--- src/contact_io_pkg.sv ---
// Package: codes, defaults, register map and carriers for contact routing
package contact_io_pkg;

  localparam int NUM_OUTS = 7;
  localparam int NUM_INS  = 8;
  localparam int NUM_BIND = 15;

  // Output flag registration codes
  localparam logic [15:0] CODE_NONE   = 16'h0000;
  localparam logic [15:0] CODE_PV_EV1 = 16'd5705;
  localparam logic [15:0] CODE_PV_EV2 = 16'd5706;
  localparam logic [15:0] CODE_ALARM1 = 16'd5689;
  localparam logic [15:0] CODE_TIME1  = 16'd5129;
  localparam logic [15:0] CODE_TIME2  = 16'd5130;
  localparam logic [15:0] CODE_TIME3  = 16'd5131;
  localparam logic [15:0] CODE_TIME4  = 16'd5133;

  // Input binding codes, consecutive per contact input
  localparam logic [15:0] CODE_IN_FIRST = 16'd5161;
  localparam logic [15:0] CODE_IN_LAST  = 16'd5168;

  // Binding slots
  localparam int BIND_START   = 0;
  localparam int BIND_STOP    = 1;
  localparam int BIND_LOCAL   = 2;
  localparam int BIND_HOLD    = 3;
  localparam int BIND_ADVANCE = 4;
  localparam int BIND_AM1     = 5;
  localparam int BIND_PAT0    = 6;
  localparam int BIND_MSG1    = 11;

  // Reset values; element 0 is the rightmost entry
  localparam logic [NUM_OUTS-1:0][15:0] OUT_SEL_RESET = {
    CODE_TIME4, CODE_TIME3, CODE_TIME2, CODE_TIME1,
    CODE_ALARM1, CODE_PV_EV2, CODE_PV_EV1};
  localparam logic [NUM_BIND-1:0][15:0] BIND_RESET = {
    CODE_NONE, CODE_NONE, CODE_NONE, CODE_NONE,
    16'd5168, 16'd5164, 16'd5163, 16'd5162, 16'd5161,
    CODE_NONE, CODE_NONE, CODE_NONE, CODE_NONE,
    16'd5166, 16'd5165};

  // Register word indices
  localparam logic [4:0] ADDR_OUT_SEL_BASE = 5'h00;
  localparam logic [4:0] ADDR_BIND_BASE    = 5'h07;
  localparam logic [4:0] ADDR_IN_STATUS    = 5'h16;
  localparam logic [4:0] ADDR_OUT_STATUS   = 5'h17;

  // Sampling period
  localparam int unsigned CLK_FREQ_HZ      = 100_000_000;
  localparam int unsigned SAMPLE_PERIOD_MS = 200;
  localparam int unsigned SAMPLE_CYCLES_DEF =
    SAMPLE_PERIOD_MS * (CLK_FREQ_HZ / 1000);

  typedef struct packed {
    logic       pv_event1;
    logic       pv_event2;
    logic       alarm1;
    logic [3:0] time_event;
  } int_flags_s;

  typedef struct packed {
    logic       program_start;
    logic       program_stop;
    logic       local_start;
    logic       hold_start;
    logic       segment_advance;
    logic       loop1_auto;
    logic [4:0] pattern_number;
    logic [3:0] message_display;
  } functions_s;

endpackage

--- src/contact_input_binder.sv ---
// One binding slot: picks the contact input named by a binding code
`timescale 1ns/10ps
module contact_input_binder
  import contact_io_pkg::*;
(
  // Binding code
  input  wire logic [15:0] code,
  // Sampled inputs and their rising transitions
  input  wire logic [7:0]  level,
  input  wire logic [7:0]  rise,
  // Selected input
  output logic             bound_level,
  output logic             bound_rise
);

  logic [15:0] offset;
  logic        valid;

  always_comb begin
    offset = code - CODE_IN_FIRST;
    valid  = (code >= CODE_IN_FIRST) && (code <= CODE_IN_LAST);
    bound_level = valid ? level[offset[2:0]] : 1'b0;
    bound_rise  = valid ? rise[offset[2:0]]  : 1'b0;
  end

endmodule

--- src/contact_io_function_routing.sv ---
// Contact output flag routing and contact input function binding
// Functional notes
// - Each of seven outputs carries the flag its code picks; zero means none.
// - 5705 PV event 1, 5706 PV event 2, 5689 alarm 1; defaults outs 1-3.
// - 5129,5130,5131,5133 time events 1-4; defaults outs 4-7.
// - Input functions bind by codes 5161..5168; zero binds nothing.
// - Start, stop, local, hold, advance fire only on OFF-to-ON.
// - Loop-1 auto while bound input ON, manual while OFF.
// - Pattern number is five bound bits; defaults inputs 1-4 and 8.
// - Default: input 5 starts, input 6 stops, others except the pattern bits unbound.
// - Four message displays bind the same way, default none.
//
// Decided for this implementation: the register offsets and strobed register access.
`timescale 1ns/10ps
module contact_io_function_routing
  import contact_io_pkg::*;
#(
  parameter int unsigned SAMPLE_CYCLES = SAMPLE_CYCLES_DEF
)(
  // Clock and reset
  input  wire logic             core_clk,
  input  wire logic             arst_n,
  // Register port
  input  wire logic [4:0]       reg_addr,
  input  wire logic [15:0]      reg_wdata,
  input  wire logic             reg_wr,
  input  wire logic             reg_rd,
  output logic      [15:0]      reg_rdata,
  // Internal controller flags
  input  wire int_flags_s       flags,
  // Contact pins
  input  wire logic [7:0]       contact_in,
  output logic      [6:0]       contact_out,
  // Program control functions
  output functions_s            functions
);

  logic [NUM_OUTS-1:0][15:0] out_sel_ff;
  logic [NUM_BIND-1:0][15:0] bind_ff;
  logic [7:0]                sync1_ff;
  logic [7:0]                sync2_ff;
  logic [7:0]                samp_ff;
  logic [31:0]               cnt_ff;
  logic                      tick;
  logic [7:0]                rise;
  logic [NUM_BIND-1:0]       bl;
  logic [NUM_BIND-1:0]       br;
  logic [6:0]                nxt_out;
  logic [6:0]                out_ff;
  functions_s                nxt_fn;
  functions_s                fn_ff;
  logic [15:0]               rdata_ff;

  assign contact_out = out_ff;
  assign functions   = fn_ff;
  assign reg_rdata   = rdata_ff;

  // Register writes
  always_ff @(posedge core_clk or negedge arst_n) begin
    if (!arst_n) begin
      out_sel_ff <= OUT_SEL_RESET;
      bind_ff    <= BIND_RESET;
    end else if (reg_wr) begin
      if (reg_addr < ADDR_BIND_BASE) begin
        out_sel_ff[reg_addr[2:0]] <= reg_wdata;
      end else if (reg_addr < ADDR_IN_STATUS) begin
        bind_ff[4'(reg_addr - ADDR_BIND_BASE)] <= reg_wdata;
      end
    end
  end

  // Register reads, data valid the cycle after the strobe
  always_ff @(posedge core_clk or negedge arst_n) begin
    if (!arst_n) begin
      rdata_ff <= 16'h0000;
    end else if (reg_rd) begin
      if (reg_addr < ADDR_BIND_BASE) begin
        rdata_ff <= out_sel_ff[reg_addr[2:0]];
      end else if (reg_addr < ADDR_IN_STATUS) begin
        rdata_ff <= bind_ff[4'(reg_addr - ADDR_BIND_BASE)];
      end else if (reg_addr == ADDR_IN_STATUS) begin
        rdata_ff <= {8'h00, samp_ff};
      end else if (reg_addr == ADDR_OUT_STATUS) begin
        rdata_ff <= {9'h000, out_ff};
      end else begin
        rdata_ff <= 16'h0000;
      end
    end else begin
      rdata_ff <= 16'h0000;
    end
  end

  // Pin synchroniser
  always_ff @(posedge core_clk or negedge arst_n) begin
    if (!arst_n) begin
      sync1_ff <= 8'h00;
      sync2_ff <= 8'h00;
    end else begin
      sync1_ff <= contact_in;
      sync2_ff <= sync1_ff;
    end
  end

  // Sampling period counter
  always_ff @(posedge core_clk or negedge arst_n) begin
    if (!arst_n) begin
      cnt_ff <= 32'h0000_0000;
    end else if (tick) begin
      cnt_ff <= 32'h0000_0000;
    end else begin
      cnt_ff <= cnt_ff + 32'h0000_0001;
    end
  end

  assign tick = (cnt_ff >= 32'(SAMPLE_CYCLES - 1));

  always_ff @(posedge core_clk or negedge arst_n) begin
    if (!arst_n) begin
      samp_ff <= 8'h00;
    end else if (tick) begin
      samp_ff <= sync2_ff;
    end
  end

  // Rising transitions exist only in the sampling cycle
  assign rise = tick ? (sync2_ff & ~samp_ff) : 8'h00;

  genvar g;
  generate
    for (g = 0; g < NUM_BIND; g++) begin : g_bind
      contact_input_binder u_bind (
        .code        (bind_ff[g]),
        .level       (samp_ff),
        .rise        (rise),
        .bound_level (bl[g]),
        .bound_rise  (br[g])
      );
    end
  endgenerate

  always_comb begin
    nxt_fn.program_start   = br[BIND_START];
    nxt_fn.program_stop    = br[BIND_STOP];
    nxt_fn.local_start     = br[BIND_LOCAL];
    nxt_fn.hold_start      = br[BIND_HOLD];
    nxt_fn.segment_advance = br[BIND_ADVANCE];
    nxt_fn.loop1_auto      = bl[BIND_AM1];
    // pattern bits; bit 4 needs external input
    nxt_fn.pattern_number  = bl[BIND_PAT0+4:BIND_PAT0];
    nxt_fn.message_display = bl[BIND_MSG1+3:BIND_MSG1];
  end

  always_ff @(posedge core_clk or negedge arst_n) begin
    if (!arst_n) begin
      fn_ff <= '0;
    end else begin
      fn_ff <= nxt_fn;
    end
  end

  always_comb begin
    for (int i = 0; i < NUM_OUTS; i++) begin
      case (out_sel_ff[i])
        CODE_PV_EV1: nxt_out[i] = flags.pv_event1;
        CODE_PV_EV2: nxt_out[i] = flags.pv_event2;
        CODE_ALARM1: nxt_out[i] = flags.alarm1;
        CODE_TIME1:  nxt_out[i] = flags.time_event[0];
        CODE_TIME2:  nxt_out[i] = flags.time_event[1];
        CODE_TIME3:  nxt_out[i] = flags.time_event[2];
        CODE_TIME4:  nxt_out[i] = flags.time_event[3];
        default:     nxt_out[i] = 1'b0;
      endcase
    end
  end

  always_ff @(posedge core_clk or negedge arst_n) begin
    if (!arst_n) begin
      out_ff <= 7'h00;
    end else begin
      out_ff <= nxt_out;
    end
  end

  property p_out_zero_off;
    @(posedge core_clk) disable iff (!arst_n)
    (out_sel_ff[0] == CODE_NONE) |=> !out_ff[0];
  endproperty
  a_out_zero_off: assert property (p_out_zero_off)
    else $error("output with code zero is driven");

  // Sampled reset term: the release edge still loads zeros, not flags
  property p_pv_event1_route;
    @(posedge core_clk) disable iff (!arst_n)
    (arst_n && out_sel_ff[1] == CODE_PV_EV1) |=>
      (out_ff[1] == $past(flags.pv_event1));
  endproperty
  a_pv_event1_route: assert property (p_pv_event1_route)
    else $error("PV event 1 not routed to selected output");

  property p_time4_route;
    @(posedge core_clk) disable iff (!arst_n)
    (arst_n && out_sel_ff[6] == CODE_TIME4) |=>
      (out_ff[6] == $past(flags.time_event[3]));
  endproperty
  a_time4_route: assert property (p_time4_route)
    else $error("time event 4 not routed to selected output");

  property p_gap_code_off;
    @(posedge core_clk) disable iff (!arst_n)
    (out_sel_ff[3] == 16'd5132) |=> !out_ff[3];
  endproperty
  a_gap_code_off: assert property (p_gap_code_off)
    else $error("unused code 5132 drives an output");

  property p_start_on_rise;
    @(posedge core_clk) disable iff (!arst_n)
    (tick && bind_ff[BIND_START] == 16'd5165 && sync2_ff[4] && !samp_ff[4])
      |=> fn_ff.program_start ##1 !fn_ff.program_start;
  endproperty
  a_start_on_rise: assert property (p_start_on_rise)
    else $error("program start missed or longer than one cycle");

  property p_stop_no_refire;
    @(posedge core_clk) disable iff (!arst_n)
    (bind_ff[BIND_STOP] == 16'd5166 && !(tick && sync2_ff[5] && !samp_ff[5]))
      |=> !fn_ff.program_stop;
  endproperty
  a_stop_no_refire: assert property (p_stop_no_refire)
    else $error("program stop fired without a rising input");

  property p_auto_level;
    @(posedge core_clk) disable iff (!arst_n)
    (bind_ff[BIND_AM1] == 16'd5163) |=> (fn_ff.loop1_auto == $past(samp_ff[2]));
  endproperty
  a_auto_level: assert property (p_auto_level)
    else $error("auto/manual does not follow its input level");

  property p_pattern_bit4;
    @(posedge core_clk) disable iff (!arst_n)
    (bind_ff[BIND_PAT0+4] == CODE_IN_LAST) |=>
      (fn_ff.pattern_number[4] == $past(samp_ff[7]));
  endproperty
  a_pattern_bit4: assert property (p_pattern_bit4)
    else $error("pattern bit 4 does not follow input 8");

  property p_msg_unbound;
    @(posedge core_clk) disable iff (!arst_n)
    (bind_ff[BIND_MSG1] == CODE_NONE) |=> !fn_ff.message_display[0];
  endproperty
  a_msg_unbound: assert property (p_msg_unbound)
    else $error("unbound message display is active");

  property p_sample_spacing;
    @(posedge core_clk) disable iff (!arst_n)
    $changed(samp_ff) |-> $past(tick);
  endproperty
  a_sample_spacing: assert property (p_sample_spacing)
    else $error("inputs sampled outside sampling tick");

endmodule

--- config.mk ---
export PLATFORM = sky130hd
export DESIGN_NAME = contact_io_function_routing
export DESIGN_NICKNAME = d
export VERILOG_FILES = /design/src/contact_io_pkg.sv /design/src/contact_input_binder.sv /design/src/contact_io_function_routing.sv
export SDC_FILE = /design/constraint.sdc
export NUM_CORES = 1
export LEC_CHECK = 0
export ABC_CLOCK_PERIOD_IN_PS = 2900
export BUFFER_PORTS_ARGS = -buffer_cell sky130_fd_sc_hd__buf_2
export CAP_MARGIN = 20
export CORE_ASPECT_RATIO = 0.6
export CORE_MARGIN = 3
export CORE_UTILIZATION = 60
export DETAILED_ROUTE_END_ITERATION = 10
export GPL_ROUTABILITY_DRIVEN = 0
export MAX_ROUTING_LAYER = met4
export PLACE_DENSITY = 0.77
export SYNTH_ARGS = -nofsm -noshare
export SYNTH_HDL_FRONTEND = slang
export SYNTH_SLANG_ARGS = --single-unit
--- constraint.sdc ---
create_clock -name core_clk -period 2.9 [get_ports core_clk]
set_input_delay 0.145 -clock core_clk [delete_from_list [all_inputs] [get_ports core_clk]]
set_output_delay 0.145 -clock core_clk [all_outputs]
set_load 0.02 [all_outputs]
### Word-level counts from Yosys, hierarchy flattened

Cells that the tools add are included.

* flip-flop bits (word level): 446
* bits of input ports: 40

* multiplexer cells: 69
* reduce and logical (&&, ||, !) cells: 19
* $lt $le $gt $ge: 52
* equal/unequal tests: 51
* bitwise gates (word level): 3
* add/sub/neg operators: 17

Operators by type and width (count)
* $eq 16x13->1 const B: 49
* $bwmux 240: 1
* $ge 16x13->1 const B: 15
* $le 16x13->1 const B: 15
* $bwmux 112: 1
* $mux 16: 7
* $bmux 16 s4: 1
* $demux 16 s4: 1
* $lt 3x4->1 const B: 16
* $pmux 1 s7: 7
* $bmux 16 s3: 1
* $demux 16 s3: 1
* $bmux 1 s3: 15
* $sub 3x1->3 const B: 15
* $add 32x1->32 const B: 1
* $ge 32x25->1 const B: 1
* $mux 32: 1
* $mux 1: 30
* $logic_and 1x1->1: 17
* $mux 8: 2
* $eq 5x5->1 const B: 2
* $and 8x8->8: 1
* $not 8->8: 1
* $mux 7: 1
* 9 further kinds: 9

### Depth between registers and ports, before layout

* word-level depth: 6
* depth in mapped cells: 12
* depth with buffers taken out: 8

### By module

A second synthesis with hierarchy kept.

* cell total of the unflattened synthesis: 1993
* area total of the unflattened synthesis: 25000.2 um2

By module, submodules not included
* contact_io_function_routing: seq. area each 11253.3 um2, area each 20965.1 um2, instances 1, cells an instance 1558
* contact_input_binder: seq. area each 0.0 um2, area each 269.0 um2, instances 15, cells an instance 29

### Least setup slack after synthesis

Ideal clock, no wire load.

* kind: input to register
* start point: in reg_addr[0]
* end point: reg rdata_ff[13], in the netlist reg_rdata[13]
* data required time: 2.772 ns
* data arrival time: 2.623 ns
* buffers on the path: 5
* library setup time: 0.128 ns
* cell stages on the path: 12
* path slack: 0.149 ns
* path through: buf_4 -> clkinv_1 -> clkbuf_1 -> ha_1 -> buf_2 -> buf_2 -> clkbuf_1 -> mux4_2 -> nor2_1 -> a21oi_1 -> a21oi_1 -> o22ai_1

* word-level cells in the longest chain between the ends: 6

RTL lines
* start, declared: line contact_io_function_routing.sv:24 `input wire logic [4:0] reg_addr,`
* $sub 4x3->4: line contact_io_function_routing.sv:80 `rdata_ff <= bind_ff[4'(reg_addr - ADDR_BIND_BASE)];`
* $bmux 16 s4: line contact_io_function_routing.sv:80
* $mux 16 (implied by the code): line contact_io_function_routing.sv:80
* $mux 16: line contact_io_function_routing.sv:79 `end else if (reg_addr < ADDR_IN_STATUS) begin`
* $mux 16 *: line contact_io_function_routing.sv:77 `if (reg_addr < ADDR_BIND_BASE) begin`
* $mux 16 *: line contact_io_function_routing.sv:76 `end else if (reg_rd) begin`
* end signal, assigned: line contact_io_function_routing.sv:78 `rdata_ff <= out_sel_ff[reg_addr[2:0]];`
* end signal, assigned: line contact_io_function_routing.sv:80
* end signal, assigned: line contact_io_function_routing.sv:82 `rdata_ff <= {8'h00, samp_ff};`
* end, declared: line contact_io_function_routing.sv:52 `logic [15:0] rdata_ff;`

Every way passes the cells marked *; elsewhere a longest branch is shown, timed or not. The select of a mux whose other input is x is not followed.
A chain may end at the register's enable or synchronous reset.

### Worst setup path in the final report

* start point: reg cnt_ff[0]
* end point: reg samp_ff[6]

* word-level cells in the longest chain between the ends: 1

RTL lines
* start, declared: line contact_io_function_routing.sv:43 `logic [31:0] cnt_ff;`
* start signal, assigned: line contact_io_function_routing.sv:111 `cnt_ff <= cnt_ff + 32'h0000_0001;`
* $ge 32x25->1: line contact_io_function_routing.sv:115 `assign tick = (cnt_ff >= 32'(SAMPLE_CYCLES - 1));`
* end signal, assigned: line contact_io_function_routing.sv:121 `samp_ff <= sync2_ff;`
* end, declared: line contact_io_function_routing.sv:42 `logic [7:0] samp_ff;`

No other way between the ends.

==> metrics.cfg <==
[setup_path]
crit_buf_inv = 1
timing.rr.end = samp_ff[6]$_DFFE_PN0N_
critPathKind = flip-flop to flip-flop
ff2ff_setup_slack_ns = 0.47
crit_arrival_ns = 2.88
critical_path_depth = 8
reg2reg_from = cnt_ff[0]$_DFF_PN0_
start_kind = flip-flop
critPathLaunch = cnt_ff[0]$_DFF_PN0_
worstPathRequired_ns = 3.35
worstSetupEndpointType = flip-flop
crit_slowest_cell = or4_1
reg2regPathDepth = 8
path_cells = ha_1, nand3_1, nor2_1, or4_1, a311oi_1, o21ai_2, buf_8, mux2_2
slowest_delay_ns = 0.41
cp_max_fo = 20
cp-endpoint = samp_ff[6]$_DFFE_PN0N_
critPathTopFamily = simple AND/OR/NAND/NOR gates

[placement]
placedCellCount = 2400
io_buffers = 77
dpl_cell_area_sq_um = 24400
dpl.hpwl_mm = 47.9

[floorplanning]
start_util = 0.616
die_area_sq_um = 41600
die_height_um = 159
dieWidth_um = 261
coreArea_sq_um = 38100
rows = 55
num_io_pins = 78

[timing]
hold_viol = 0
fin_crit_sh = 0.837
slew_viol_final = 0
timing.slew.headroom = 0.374
worst_pin_slew_ns = 0.931
tns_ns = 0
finalSetupViolCount = 0
grt_setup_unrepaired = false
min_period_ns = 2.43
clock_skew_ns = 0.0283
fmax_mhz = 412

[clock_network]
path_clk_slew_ns = 0.07
cts_buffers = 41
ctsResizeCount = 0
h-tree-depth = 2
clk_latency_ns = 0.57
cts.path.max_buffers = 3
numClockSinks = 446
root_buffer = clkbuf_16
cts_tree = yes

[synth]
synth.avg_cell_area_sq_um = 12.5
synth_async_sr_flop_share = 1.00
yosysUniqueCellTypes = 78
synth_area_sq_um = 23500
ys_ff_latch = 446
synthCells = 1875
ys_seq_area_frac = 0.480
synth_warnings = 0
synth-edff-count = 0
synth-main-ff-cell = dfrtp_1

[global_routing]
grt_start_max_net_pins = 80
grt_pass1_vias = 16900
gr-total-overflow = 0
grt_pass1_wl_mm = 106
grtUsageTotal = 0.345
antenna_found_initial = 7

[routing]
vias = 16900
routedWlPerCell_um = 27.4
via_per_inst = 6.78
drc = 0
ant_nets = 0
dr.pass1.iters = 8
drt_iter0_drc = 2065
drt_wl_total_mm = 68.4

[outcome]
status = finished, final reports clean

[cells_and_area]
nNetsFinal = 2032
drive_gt1_frac = 0.377
final_common_cell = dfrtp_1
area_growth_pct = 10.5
fin_area_sq_um = 25900
stdcell_count = 2493
most-common-layout-cells = 372 x dfrtp_1, 360 x mux2_2, 122 x nor2_1

[power]
p_total_mw = 19.3
p_per_area_nw_per_um2 = 743
ir_drop_uv = 599
p_leak_nw = 11.0

[worst_hold_path]
hold_path.class = input port to flip-flop

[run]
max_cap_viol_count = 0

## routing by layer
layer	GRT usage	vias to the layer above	routed length, um
met3	0.128	188	8830
met2	0.450	984	28200
li1	-	7036	-
met4	0.109	0	2430
met1	0.499	8684	29000
met5	-	-	0
## state kept, by name, summed over array words and instances (netlist names)
signal,count
sync2_ff,8
out_sel_ff,112
reg_rdata,16
bind_ff,240
functions,15
sync1_ff,8
contact_out,7
cnt_ff,32
samp_ff,8
## worst register-to-register path, stage by stage (launching register included)
cell and delay [ns]:
dfrtp_1 0.40, ha_1 0.23, nand3_1 0.13, nor2_1 0.09, or4_1 0.41, a311oi_1 0.40
o21ai_2 0.19, buf_8 0.20, mux2_2 0.30
## synth_stat cells, drive strengths merged (8+ instances only)
master / number / area share
nand2: 81 / 0.014
ha: 51 / 0.027
or4: 11 / 0.0035
dfrtp: 372 / 0.40
nor2b: 16 / 0.0043
o21ai: 56 / 0.012
dfstp: 74 / 0.083
a21oi: 64 / 0.014
nor4b: 27 / 0.010
mux4: 78 / 0.075
mux2i: 55 / 0.023
nand4: 28 / 0.0075
nor3b: 10 / 0.0032
o2111ai: 8 / 0.0030
nor4: 13 / 0.0035
nor3: 50 / 0.012
nand3: 30 / 0.0098
inv: 58 / 0.0093
xor2: 10 / 0.0049
o22ai: 15 / 0.0040
buf: 53 / 0.015
nor2: 139 / 0.028
xnor2: 32 / 0.012
mux2: 372 / 0.18
clkbuf: 61 / 0.0098
nand2b: 9 / 0.0024
a31oi: 18 / 0.0051
and3: 8 / 0.0023
## repair_timing
action / 4_1_cts / 5_1_grt
setup buffers: 0 / 0
hold buffers: 10 / 0
endpoints found under the hold margin: 74 / 0
## stage by stage
step                utilization  setup WS [ns]  hold WS (ns)
floorplan                     -          0.149        -0.151
global placement          0.639          0.347         0.173
detailed placement        0.639          0.315         0.177
CTS                       0.679          0.324         0.104
global route              0.680          0.381         0.156
finish                    0.680          0.472         0.131
## logic make-up (layout without fill, tap and decap cells)
family / Yosys count / count (layout) / synth area share
multiplexers: 505 / 505 / 0.277
flip-flops: 446 / 446 / 0.480
AND/OR/NAND/NOR: 445 / 445 / 0.108
AO/OA/AOI/OAI: 211 / 211 / 0.0563
buffers and inverters: 174 / 266 / 0.0347
adder cells (fa/ha/maj): 51 / 51 / 0.0272
XOR/XNOR: 42 / 42 / 0.0168
other: 1 / 14 / 0.000160
## cell type report
cell class	instances	area [sq um]
Timing Repair Buffer	131	927
Sequential cell	446	11300
Antenna cell	7	17.5
Clock buffer	56	1170
Clock inverter	19	236
Fill cell	2700	12200
Tap cell	513	642
Multi-Input combinational cell	1261	11400
Inverter	60	225
## worst min path at each step
stage                           start                       end  slack [ns]  cells past startpoint
after floorplan                arst_n  bind_ff[100]$_DFFE_PN0P_       -0.15                      0
after global placement         arst_n    functions[1]$_DFF_PN0_        0.17                      1
after detailed placement       arst_n    functions[1]$_DFF_PN0_        0.18                      1
after CTS                 reg_addr[4]    reg_rdata[7]$_DFF_PN0_        0.10                      4
after global routing      reg_addr[4]    reg_rdata[3]$_DFF_PN0_        0.16                      4
final                     reg_addr[4]    reg_rdata[6]$_DFF_PN0_        0.13                      4
## where the power goes
part           internal [mW]  leakage [nW]  total [mW]  switching [mW]
registers               7.60          5.56        9.02            1.41
logic                   2.36          4.73        4.46            2.10
clock network           3.31         0.695        5.79            2.49
total                   13.3          11.0        19.3            6.00
Note: power is estimated with default switching activity, not from simulation.
